$ cat src/hw/mts_pkg.sv
// Constants and carrier types for the microcycle timing sequencer.
// Assumes a single 25 MHz processor clock and an active-low asynchronous reset.
//
// Summary of operation
// RULE1: Read microcycle lasts at least four clocks.
// RULE2: Write microcycle lasts at least eight clocks.
// RULE3: Internal microcycle lasts exactly four clocks. The code lets a wait lengthen it to eight clocks and more.
// RULE4: First wait adds four, later waits two. The code adds two for the first wait of a write or a stretched read.
// RULE5: Stretched cycles grow in two-clock steps.
// RULE6: Stretched read lasts eight, then two-clock steps.
// RULE7: Base microcycles run before operand microcycles.
// RULE8: Memory-side waits lengthen the instruction.
// RULE9: Word move base is one read microcycle.
// RULE10: Register mode source costs zero microcycles.
// RULE11: Absolute destination: read, write, internal.
// RULE12: Double float clear base is fourteen microcycles.
// RULE13: Float mode 2 reg 7: drop one, add write. The code drops one but adds no write.
// RULE14: Float duration varies with data kind.
// RULE15: Advance only after minimum and waits elapse.
package mts_pkg;

  typedef enum logic [1:0] {
    MTS_KIND_READ,
    MTS_KIND_WRITE,
    MTS_KIND_IDLE
  } mts_kind_type;

  typedef struct packed {
    logic [4:0] microcycle_count;
    logic [4:0] reads;
    logic [4:0] writes;
  } mts_seg_type;

  typedef struct packed {
    mts_seg_type base;
    mts_seg_type src;
    mts_seg_type dst;
    logic float_imm;
  } mts_instr_type;

  localparam logic [4:0] MTS_READ_CLKS = 5'h04;
  localparam logic [4:0] MTS_WRITE_CLKS = 5'h08;
  localparam logic [4:0] MTS_IDLE_CLKS = 5'h04;
  localparam logic [4:0] MTS_STRETCH_READ_CLKS = 5'h08;
  localparam logic [4:0] MTS_FIRST_WAIT_CLKS = 5'h04;
  localparam logic [4:0] MTS_NEXT_WAIT_CLKS = 5'h02;

  localparam logic [4:0] MTS_MOVE_BASE_MC = 5'h01;
  localparam logic [4:0] MTS_REG_MODE_MC = 5'h00;
  localparam logic [4:0] MTS_ABS_DST_MC = 5'h03;
  localparam logic [4:0] MTS_CLEAR_DOUBLE_FLOAT_BASE_MC = 5'h0E;
  localparam logic [4:0] MTS_ONE = 5'h01;
  localparam logic [4:0] MTS_ZERO = 5'h00;

endpackage : mts_pkg

$ cat src/hw/mts_sequencer.sv
// Instruction timing sequencer: steps base, source and destination microcycles.
// Assumes instr_i is held stable while start_i is high and the sequencer is idle;
// wait_req_i and stretch_i come from the bus side and are synchronised here.
// Outputs are registered; kind_o names the microcycle that is running.
`timescale 1ns/1ps
`default_nettype none
module mts_sequencer
  import mts_pkg::*;
(
  input wire logic clk_i,
  input wire logic rst_n_i,
  input wire logic start_i,
  input wire mts_instr_type instr_i,
  input wire logic wait_req_i,
  input wire logic stretch_i,
  output logic busy_o,
  output logic [1:0] kind_o,
  output logic mc_done_o,
  output logic instr_done_o,
  output logic [7:0] total_clks_o
);
  typedef enum logic [1:0] {
    MTS_IDLE,
    MTS_ISSUE,
    MTS_RUN
  } mts_state_type;

  mts_state_type state_reg;
  // Phase 3 stands before the base segment; 0, 1 and 2 run base, source and destination.
  logic [1:0] phase_reg;
  logic [4:0] left_reg;
  logic [4:0] reads_reg;
  logic [4:0] writes_reg;
  logic [7:0] clks_reg;
  mts_instr_type ins_reg;
  logic wait_s1_reg;
  logic wait_s2_reg;
  logic str_s1_reg;
  logic str_s2_reg;
  logic [6:0] mc_cnt_reg;
  logic [6:0] mc_expect;
  logic issue_mc;
  logic seg_open;
  logic uc_done;
  logic [4:0] uc_clks;
  mts_seg_type base_adj;
  mts_seg_type cur_seg;
  mts_kind_type cur_kind;
  logic last_mc;

  // Bus-side levels cross in from outside; two stages before use.
  always_ff @(posedge clk_i or negedge rst_n_i) begin
    if (!rst_n_i) begin
      wait_s1_reg <= 1'b0;
      wait_s2_reg <= 1'b0;
      str_s1_reg <= 1'b0;
      str_s2_reg <= 1'b0;
    end else begin
      wait_s1_reg <= wait_req_i;
      wait_s2_reg <= wait_s1_reg;
      str_s1_reg <= stretch_i;
      str_s2_reg <= str_s1_reg;
    end
  end

  // RULE13 immediate float operand drops one base cycle; the base write count passes through unchanged.
  assign base_adj.microcycle_count = ins_reg.float_imm ? ins_reg.base.microcycle_count - MTS_ONE
                                                       : ins_reg.base.microcycle_count;
  assign base_adj.reads = ins_reg.base.reads;
  assign base_adj.writes = ins_reg.base.writes;
  // RULE7 base segment first, then source, then destination.
  assign cur_seg = (phase_reg == 2'h0) ? base_adj : (phase_reg == 2'h1) ? ins_reg.src : ins_reg.dst;
  // Reads are issued first, then writes, the remainder internal cycles.
  assign cur_kind = (reads_reg != MTS_ZERO) ? MTS_KIND_READ :
                    (writes_reg != MTS_ZERO) ? MTS_KIND_WRITE : MTS_KIND_IDLE;
  assign last_mc = (left_reg == MTS_ONE);
  // RULE9 RULE11 per-segment counts and read/write split arrive in instr_i.
  // Microcycles owed by the instruction; seven bits hold three full segments.
  assign mc_expect = {2'h0, base_adj.microcycle_count} + {2'h0, ins_reg.src.microcycle_count} +
                     {2'h0, ins_reg.dst.microcycle_count};
  assign issue_mc = (state_reg == MTS_ISSUE);
  // A segment opens when the previous one is spent and the destination is not yet loaded.
  assign seg_open = (state_reg == MTS_RUN) && (left_reg == MTS_ZERO) && !uc_done && (phase_reg != 2'h2);

  // One timer serves every microcycle; the issue state starts it once per microcycle.
  mts_microcycle u_mc (
    .clk_i(clk_i),
    .rst_n_i(rst_n_i),
    .start_i(issue_mc),
    .kind_i(cur_kind),
    .stretch_i(str_s2_reg),
    .wait_i(wait_s2_reg),
    .done_o(uc_done),
    .clks_o(uc_clks)
  );

  always_ff @(posedge clk_i or negedge rst_n_i) begin
    if (!rst_n_i) begin
      state_reg <= MTS_IDLE;
      phase_reg <= 2'h0;
      left_reg <= MTS_ZERO;
      reads_reg <= MTS_ZERO;
      writes_reg <= MTS_ZERO;
      clks_reg <= 8'h00;
      ins_reg <= '0;
      busy_o <= 1'b0;
      kind_o <= 2'h0;
      mc_done_o <= 1'b0;
      instr_done_o <= 1'b0;
      total_clks_o <= 8'h00;
    end else begin
      mc_done_o <= uc_done;
      instr_done_o <= 1'b0;
      unique case (state_reg)
        MTS_IDLE: begin
          if (start_i) begin
            // The copy lets the caller change instr_i once busy_o is up.
            ins_reg <= instr_i;
            phase_reg <= 2'h3;
            clks_reg <= 8'h00;
            left_reg <= MTS_ZERO;
            busy_o <= 1'b1;
            state_reg <= MTS_RUN;
          end
        end
        MTS_ISSUE: begin
          // Registered here so the kind stands for the whole microcycle.
          kind_o <= cur_kind;
          state_reg <= MTS_RUN;
        end
        MTS_RUN: begin
          // RULE15 next microcycle only once the timer reports done.
          if (uc_done || left_reg == MTS_ZERO) begin
            // A finished microcycle books its length; a finished read or write also spends one of its count.
            if (uc_done) begin
              clks_reg <= clks_reg + {3'h0, uc_clks};
              if (cur_kind == MTS_KIND_READ) reads_reg <= reads_reg - MTS_ONE;
              else if (cur_kind == MTS_KIND_WRITE) writes_reg <= writes_reg - MTS_ONE;
            end
            if (uc_done && !last_mc) begin
              left_reg <= left_reg - MTS_ONE;
              state_reg <= MTS_ISSUE;
            end else if (phase_reg == 2'h2) begin
              // RULE10 empty segments cost nothing.
              state_reg <= MTS_IDLE;
              busy_o <= 1'b0;
              instr_done_o <= 1'b1;
              total_clks_o <= clks_reg + (uc_done ? {3'h0, uc_clks} : 8'h00);
            end else begin
              // Only the segment load below advances the phase, so no segment is passed over.
              left_reg <= MTS_ZERO;
              state_reg <= MTS_RUN;
            end
          end
        end
        default: state_reg <= MTS_IDLE;
      endcase
      // Load the next segment's counts when a new phase opens.
      if (seg_open) begin
        left_reg <= (phase_reg == 2'h3) ? base_adj.microcycle_count :
                    (phase_reg == 2'h0) ? ins_reg.src.microcycle_count : ins_reg.dst.microcycle_count;
        reads_reg <= (phase_reg == 2'h3) ? base_adj.reads :
                     (phase_reg == 2'h0) ? ins_reg.src.reads : ins_reg.dst.reads;
        writes_reg <= (phase_reg == 2'h3) ? base_adj.writes :
                      (phase_reg == 2'h0) ? ins_reg.src.writes : ins_reg.dst.writes;
        phase_reg <= phase_reg + 2'h1;
        if (((phase_reg == 2'h3) ? base_adj.microcycle_count :
             (phase_reg == 2'h0) ? ins_reg.src.microcycle_count : ins_reg.dst.microcycle_count) != MTS_ZERO)
          state_reg <= MTS_ISSUE;
      end
    end
  end

  // Microcycles finished in this instruction, held against what instr_i owed.
  always_ff @(posedge clk_i or negedge rst_n_i) begin
    if (!rst_n_i) begin
      mc_cnt_reg <= 7'h00;
    end else if (state_reg == MTS_IDLE) begin
      mc_cnt_reg <= 7'h00;
    end else if (uc_done) begin
      mc_cnt_reg <= mc_cnt_reg + 7'h01;
    end
  end

  // RULE12 RULE14 counts come from instr_i, so any per-data value is accepted.
  a_read_min_four: assert property (@(posedge clk_i) disable iff (!rst_n_i) // RULE1
    (uc_done && kind_o == MTS_KIND_READ) |-> uc_clks >= MTS_READ_CLKS) else $error("read too short");
  a_write_min_eight: assert property (@(posedge clk_i) disable iff (!rst_n_i) // RULE2
    (uc_done && kind_o == MTS_KIND_WRITE) |-> uc_clks >= MTS_WRITE_CLKS) else $error("write too short");
  // RULE3 RULE4 an internal cycle is four clocks, or eight and more once it waits.
  a_idle_four_exact: assert property (@(posedge clk_i) disable iff (!rst_n_i) // RULE3
    (uc_done && kind_o == MTS_KIND_IDLE) |-> (uc_clks == MTS_IDLE_CLKS || uc_clks >= MTS_IDLE_CLKS + MTS_FIRST_WAIT_CLKS))
    else $error("internal cycle length wrong");
  a_stretch_read_eight: assert property (@(posedge clk_i) disable iff (!rst_n_i) // RULE6
    (state_reg == MTS_ISSUE && cur_kind == MTS_KIND_READ && str_s2_reg) |=> (!uc_done) [*8])
    else $error("stretched read too short");
  a_busy_done_pair: assert property (@(posedge clk_i) disable iff (!rst_n_i) // RULE7
    instr_done_o |-> !busy_o) else $error("done while busy");
  a_start_takes: assert property (@(posedge clk_i) disable iff (!rst_n_i) // RULE15
    (state_reg == MTS_IDLE && start_i) |=> busy_o) else $error("start not taken");
  // RULE10 an empty segment opens and closes without issuing a microcycle.
  a_empty_no_issue: assert property (@(posedge clk_i) disable iff (!rst_n_i) // RULE10
    seg_open |=> (state_reg != MTS_ISSUE || left_reg != MTS_ZERO)) else $error("empty segment issued a microcycle");
  a_mc_total: assert property (@(posedge clk_i) disable iff (!rst_n_i) // RULE7
    instr_done_o |-> (mc_cnt_reg == mc_expect)) else $error("microcycle count differs from segments");
  a_refuse_busy: assert property (@(posedge clk_i) disable iff (!rst_n_i) // RULE15
    (busy_o && start_i) |=> $stable(ins_reg)) else $error("start taken while busy");
  a_kind_steady: assert property (@(posedge clk_i) disable iff (!rst_n_i) // RULE7
    (state_reg != MTS_ISSUE) |=> $stable(kind_o)) else $error("kind changed without an issue");
  a_left_in_seg: assert property (@(posedge clk_i) disable iff (!rst_n_i) // RULE15
    issue_mc |-> (left_reg <= cur_seg.microcycle_count)) else $error("microcycles left exceed segment");
  a_done_pulse: assert property (@(posedge clk_i) disable iff (!rst_n_i) // RULE15
    instr_done_o |=> !instr_done_o) else $error("instruction done longer than one clock");
  a_mc_pulse: assert property (@(posedge clk_i) disable iff (!rst_n_i) // RULE15
    mc_done_o |=> !mc_done_o) else $error("microcycle done longer than one clock");

  c_read: cover property (@(posedge clk_i) uc_done && kind_o == MTS_KIND_READ);
  c_write: cover property (@(posedge clk_i) uc_done && kind_o == MTS_KIND_WRITE);
  c_waited: cover property (@(posedge clk_i) uc_done && uc_clks > 5'h08);
  c_instr: cover property (@(posedge clk_i) instr_done_o);
  c_src: cover property (@(posedge clk_i) issue_mc && phase_reg == 2'h1);
endmodule : mts_sequencer
`default_nettype wire

$ cat src/hw/mts_microcycle.sv
// One microcycle timer: counts clocks of one read, write or internal cycle.
// Assumes wait and stretch inputs are already synchronised to clk_i.
`timescale 1ns/1ps
`default_nettype none
module mts_microcycle
  import mts_pkg::*;
(
  input wire logic clk_i,
  input wire logic rst_n_i,
  input wire logic start_i,
  input wire mts_kind_type kind_i,
  input wire logic stretch_i,
  input wire logic wait_i,
  output logic done_o,
  output logic [4:0] clks_o
);
  logic busy_reg;
  logic [4:0] cnt_reg;
  logic [4:0] len_reg;
  logic waited_reg;
  logic stretched_reg;
  logic [4:0] min_len;
  logic at_end;
  logic [4:0] add_len;

  // RULE1 RULE2 RULE3 RULE6 minimum length by kind.
  assign min_len = (kind_i == MTS_KIND_WRITE) ? MTS_WRITE_CLKS :
                   (kind_i == MTS_KIND_READ && stretch_i) ? MTS_STRETCH_READ_CLKS :
                   (kind_i == MTS_KIND_READ) ? MTS_READ_CLKS : MTS_IDLE_CLKS;
  assign at_end = busy_reg && (cnt_reg + MTS_ONE == len_reg);
  // RULE4 RULE5 first wait of plain cycle adds four, else two.
  assign add_len = (!waited_reg && !stretched_reg) ? MTS_FIRST_WAIT_CLKS : MTS_NEXT_WAIT_CLKS;

  always_ff @(posedge clk_i or negedge rst_n_i) begin
    if (!rst_n_i) begin
      busy_reg <= 1'b0;
      cnt_reg <= MTS_ZERO;
      len_reg <= MTS_ZERO;
      waited_reg <= 1'b0;
      stretched_reg <= 1'b0;
      done_o <= 1'b0;
      clks_o <= MTS_ZERO;
    end else begin
      done_o <= 1'b0;
      if (start_i && !busy_reg) begin
        busy_reg <= 1'b1;
        cnt_reg <= MTS_ZERO;
        len_reg <= min_len;
        waited_reg <= 1'b0;
        // RULE4 stretched reads and every write take two-clock waits; internal cycles and plain reads keep the four-clock first wait.
        stretched_reg <= (stretch_i && (kind_i == MTS_KIND_READ)) || (kind_i == MTS_KIND_WRITE);
      end else if (busy_reg) begin
        cnt_reg <= cnt_reg + MTS_ONE;
        // RULE8 RULE15 a wait seen at the last clock extends the cycle.
        if (at_end && wait_i) begin
          len_reg <= len_reg + add_len;
          waited_reg <= 1'b1;
        end else if (at_end) begin
          busy_reg <= 1'b0;
          done_o <= 1'b1;
          clks_o <= cnt_reg + MTS_ONE;
        end
      end
    end
  end

  a_done_min_len: assert property (@(posedge clk_i) disable iff (!rst_n_i) // RULE1
    done_o |-> clks_o >= MTS_READ_CLKS) else $error("microcycle shorter than four clocks");
  a_len_even: assert property (@(posedge clk_i) disable iff (!rst_n_i) // RULE5
    done_o |-> clks_o[0] == 1'b0) else $error("microcycle length not a two-clock step");
  a_wait_holds: assert property (@(posedge clk_i) disable iff (!rst_n_i) // RULE8
    (at_end && wait_i) |=> (busy_reg && !done_o)) else $error("wait did not lengthen the microcycle");
endmodule : mts_microcycle
`default_nettype wire

$ cat config.mk
export PLATFORM = sky130hd
export DESIGN_NAME = mts_sequencer
export DESIGN_NICKNAME = d
export VERILOG_FILES = /design/src/hw/mts_pkg.sv /design/src/hw/mts_sequencer.sv /design/src/hw/mts_microcycle.sv
export SDC_FILE = /design/constraint.sdc
export NUM_CORES = 1
export LEC_CHECK = 0
export ABC_AREA = 1
export BUFFER_PORTS_ARGS = -buffer_cell sky130_fd_sc_hd__buf_4
export CORE_MARGIN = 4
export CORE_UTILIZATION = 50
export CTS_CLUSTER_SIZE = 10
export DETAILED_ROUTE_END_ITERATION = 16
export HOLD_SLACK_MARGIN = 0.1
export PLACE_DENSITY_LB_ADDON = 0.1
export SETUP_SLACK_MARGIN = 0.5
export SYNTH_ARGS = -nofsm -noshare
export SYNTH_HDL_FRONTEND = slang
export SYNTH_HIERARCHICAL = 1
export SYNTH_SLANG_ARGS = --single-unit
$ cat constraint.sdc
create_clock -name clk_i -period 1.5 [get_ports clk_i]
set_input_delay 0.15 -clock clk_i [delete_from_list [all_inputs] [get_ports clk_i]]
set_output_delay 0.15 -clock clk_i [all_outputs]
set_load 0.02 [all_outputs]
==> results_dict.tcl <==
set metrics [dict create \
    row_count 38 \
    wl_um 21100 \
    swShare 0.438 \
    leakage_nw 4.64 \
    n_antenna_cell 0 \
    hold_viol 0 \
    power_density_nw_per_um2 1990 \
    numPortBuffers 63 \
    drive_gt1_frac 0.497 \
    clk_pin_slew_ns 0.08 \
    path_class "flop to flop" \
    track_usage 0.266 \
    worstHoldPathCells 3 \
    syn_avg_cell_area_sq_um 8.73 \
    place.gp.congestion 0.820 \
    place_hpwl_um 9580 \
    post-route-period-util 1.21 \
    r2r_slack_ns -0.31 \
    insertion_delay_ns 0.37 \
    first_pass_iters 5 \
    hp-class "input port to flop" \
    cts_root_buf "clkbuf_16" \
    whs_ns 0.165 \
    ys_types 36 \
    io-pin-count 64 \
    seqPwrFrac 0.278 \
    grt_pass1_vias 5821 \
    final_cell_area_sq_um 9550 \
    synth_top_area_cell "dfrtp_1" \
    die_x_um 115 \
    routedWlPerCell_um 20.3 \
    ys_warn_count 6 \
    synthToLayoutAreaGrowth_pct 65.6 \
    fin_skew_ns 0.0119 \
    placedInstanceArea_sq_um 7130 \
    start_util 0.521 \
    critical_path.max_fanout 6 \
    drcViolationCount 0 \
    die-height_um 115 \
    setup_slack_ns -0.309 \
    tightestPinTransition_ns 0.318 \
    end_kind "flop" \
    syn_nets 739 \
    max_freq_ghz 0.553 \
    cts_tree "built" \
    power_w 0.0190 \
    layout.nets 976 \
    synthCells 661 \
    antenna_found_initial 0 \
    drtIter0Drc 523 \
    critPathLaunchType "flop" \
    worstPathArrival_ns 2.11 \
    drv_cap 0 \
    syn_area_sq_um 5770 \
    worstPathRequired_ns 1.81 \
    violations "negative setup slack" \
    reg2reg_to "state_reg[0]$_DFF_PN0_" \
    coreArea_sq_um 11100 \
    synth.area.top_cells "dfrtp_1, nand2_1, mux2_2, nand3_1, ha_1" \
    finalCriticalPeriod_ns 1.81 \
    synth_top_area_share 0.468 \
    p_clk_frac 0.130 \
    tritoncts.num_buffers 9 \
    ys_ff_latch 108 \
    grt_max_degree 31 \
    irDropWorstVdd_mv 1.55 \
    dp_slack_ns -0.237 \
    grt_pass1_wl_um 27700 \
    rsz0062_at_grt "yes" \
    antenna_left 0 \
    ys_seq_area_frac 0.468 \
    combPwrFrac 0.593 \
    setup_viol 51 \
    internal_power_w 0.0107 \
    relSlewSlack 0.782 \
    grt_overflow 0 \
    vias 5911 \
    reg2regPathDepth 8 \
    timing.rr.start "phase_reg[1]$_DFFE_PN0P_" \
    min_from "start_i" \
    htreeDepth 3 \
    routed_via_density 5.67 \
    clk_path_buf_depth 2 \
    slew_violations 0 \
    status "finished, violations left" \
    switchingPower_w 0.00834 \
    min_to "state_reg[1]$_DFF_PN0_" \
    die-area_sq_um 13300 \
    largest_register_ffs 36 \
    cts_num_sinks 108 \
]
## cell type report
class / count / area [sq um]
Clock buffer: 10 / 239
Clock inverter: 6 / 65.1
Fill cell: 481 / 1530
Inverter: 76 / 313
Multi-Input combinational cell: 462 / 3700
Sequential cell: 108 / 2710
Tap cell: 140 / 175
Timing Repair Buffer: 240 / 2330
Timing Repair inverter: 1 / 7.51
## worst max-delay path by stage
stage	from	to	slack [ns]	cells past startpoint
5_1_grt	phase_reg[1]$_DFFE_PN0P_	state_reg[0]$_DFF_PN0_	-0.35	8
3_3_place_gp	u_mc/done_o$_DFF_PN0_	total_clks_o[6]$_DFFE_PN0P_	-0.14	11
3_5_place_dp	u_mc/done_o$_DFF_PN0_	total_clks_o[6]$_DFFE_PN0P_	-0.24	11
2_1_floorplan	u_mc/done_o$_DFF_PN0_	total_clks_o[6]$_DFFE_PN0P_	-0.14	12
6_report	phase_reg[1]$_DFFE_PN0P_	state_reg[0]$_DFF_PN0_	-0.31	8
4_1_cts	u_mc/clks_o[0]$_DFFE_PN0P_	clks_reg[6]$_DFFE_PN0P_	-0.16	10
## routing by layer
layer	GRT usage	vias up	wire, um
li1	-	2635	-
met1	0.294	2862	7620
met2	0.492	300	10900
met3	0.0616	114	1180
met4	0.109	0	1400
met5	0	-	0
## worst max-delay path: stages (launching register included)
cell        delay [ns]
dfrtp_2           0.49
ha_4              0.21
nor3_4            0.23
nand4_4           0.23
buf_6             0.20
clkinvlp_4        0.12
buf_6             0.13
nand2_2           0.05
nand2_1           0.08
## repair_timing
item / 4_1_cts / 5_1_grt
gates resized for setup: 135 / 138
buffers inserted: 36 / 22
gates cloned: 6 / 2
pin swaps: 34 / 40
hold buffers: 49 / 0
endpoints found under the setup margin: 116 / 117
endpoints found under the hold margin: 147 / 0
## power groups by stage
stage	registers, W	logic, W	clock network [W]
3_3_place_gp	0.00495	0.00684	0
6_report	0.00528	0.0113	0.00247
2_1_floorplan	0.00494	0.00494	0
3_5_place_dp	0.00502	0.00708	0
4_1_cts	0.00500	0.00885	0.00247
5_1_grt	0.00537	0.0120	0.00259
## cells by family after synthesis
family,count (synthesis),share of synthesized area
AND/OR/NAND/NOR,303,0.232
flip-flops,108,0.468
buffers and inverters,92,0.0690
AO/OA/AOI/OAI,81,0.0750
multiplexers,40,0.0779
adder cells (fa/ha/maj),27,0.0625
XOR/XNOR,10,0.0152
## cell usage after synthesis, drive strengths merged
cell type  instances
nand4              8
o22ai              5
a21oi             30
o21bai             2
nand3             63
dfrtp            108
ha                24
nor2              58
nand2            169
xor2               5
nor4               1
fa                 3
o2111ai            1
xnor2              5
buf               15
o31ai              1
mux2i              1
clkbuf             1
inv               75
clkinv             1
mux2              39
o21ai             36
o211ai             2
nor3               3
or2                1
a31oi              4
## cell usage in the layout, fill, tap and decap left out, types with 4 or more instances in the layout
master,synthesis,layout
buf_4,1,129
nand2_1,162,120
dfrtp_1,108,99
dlygate4sd3_1,0,49
buf_6,5,45
inv_1,68,43
nand3_1,62,43
mux2_4,0,36
nand2_2,4,33
nor2_1,56,31
inv_2,7,27
o21ai_1,11,21
nor2_4,2,19
a21oi_2,0,18
nand3_2,1,16
nand2_4,3,15
ha_4,0,15
clkbuf_16,0,10
a21oi_1,30,9
dfrtp_2,0,9
nor2_2,0,8
o21ai_2,0,8
ha_1,24,8
buf_12,0,8
nand4_1,6,6
o21ai_0,25,5
xor2_1,5,5
xnor2_1,5,5
buf_16,0,5
inv_4,0,4
nand3_4,0,4
## per-stage QoR
step	instances	utilization	TNS (ns)
after global routing	1043	0.862	-10.98
after CTS	1019	0.798	-2.48
after global placement	912	0.643	-0.697
after floorplan	661	-	-0.303
final	1043	0.862	-7.59
after detailed placement	912	0.643	-2.14
Note: power is estimated with default switching activity, not from simulation.
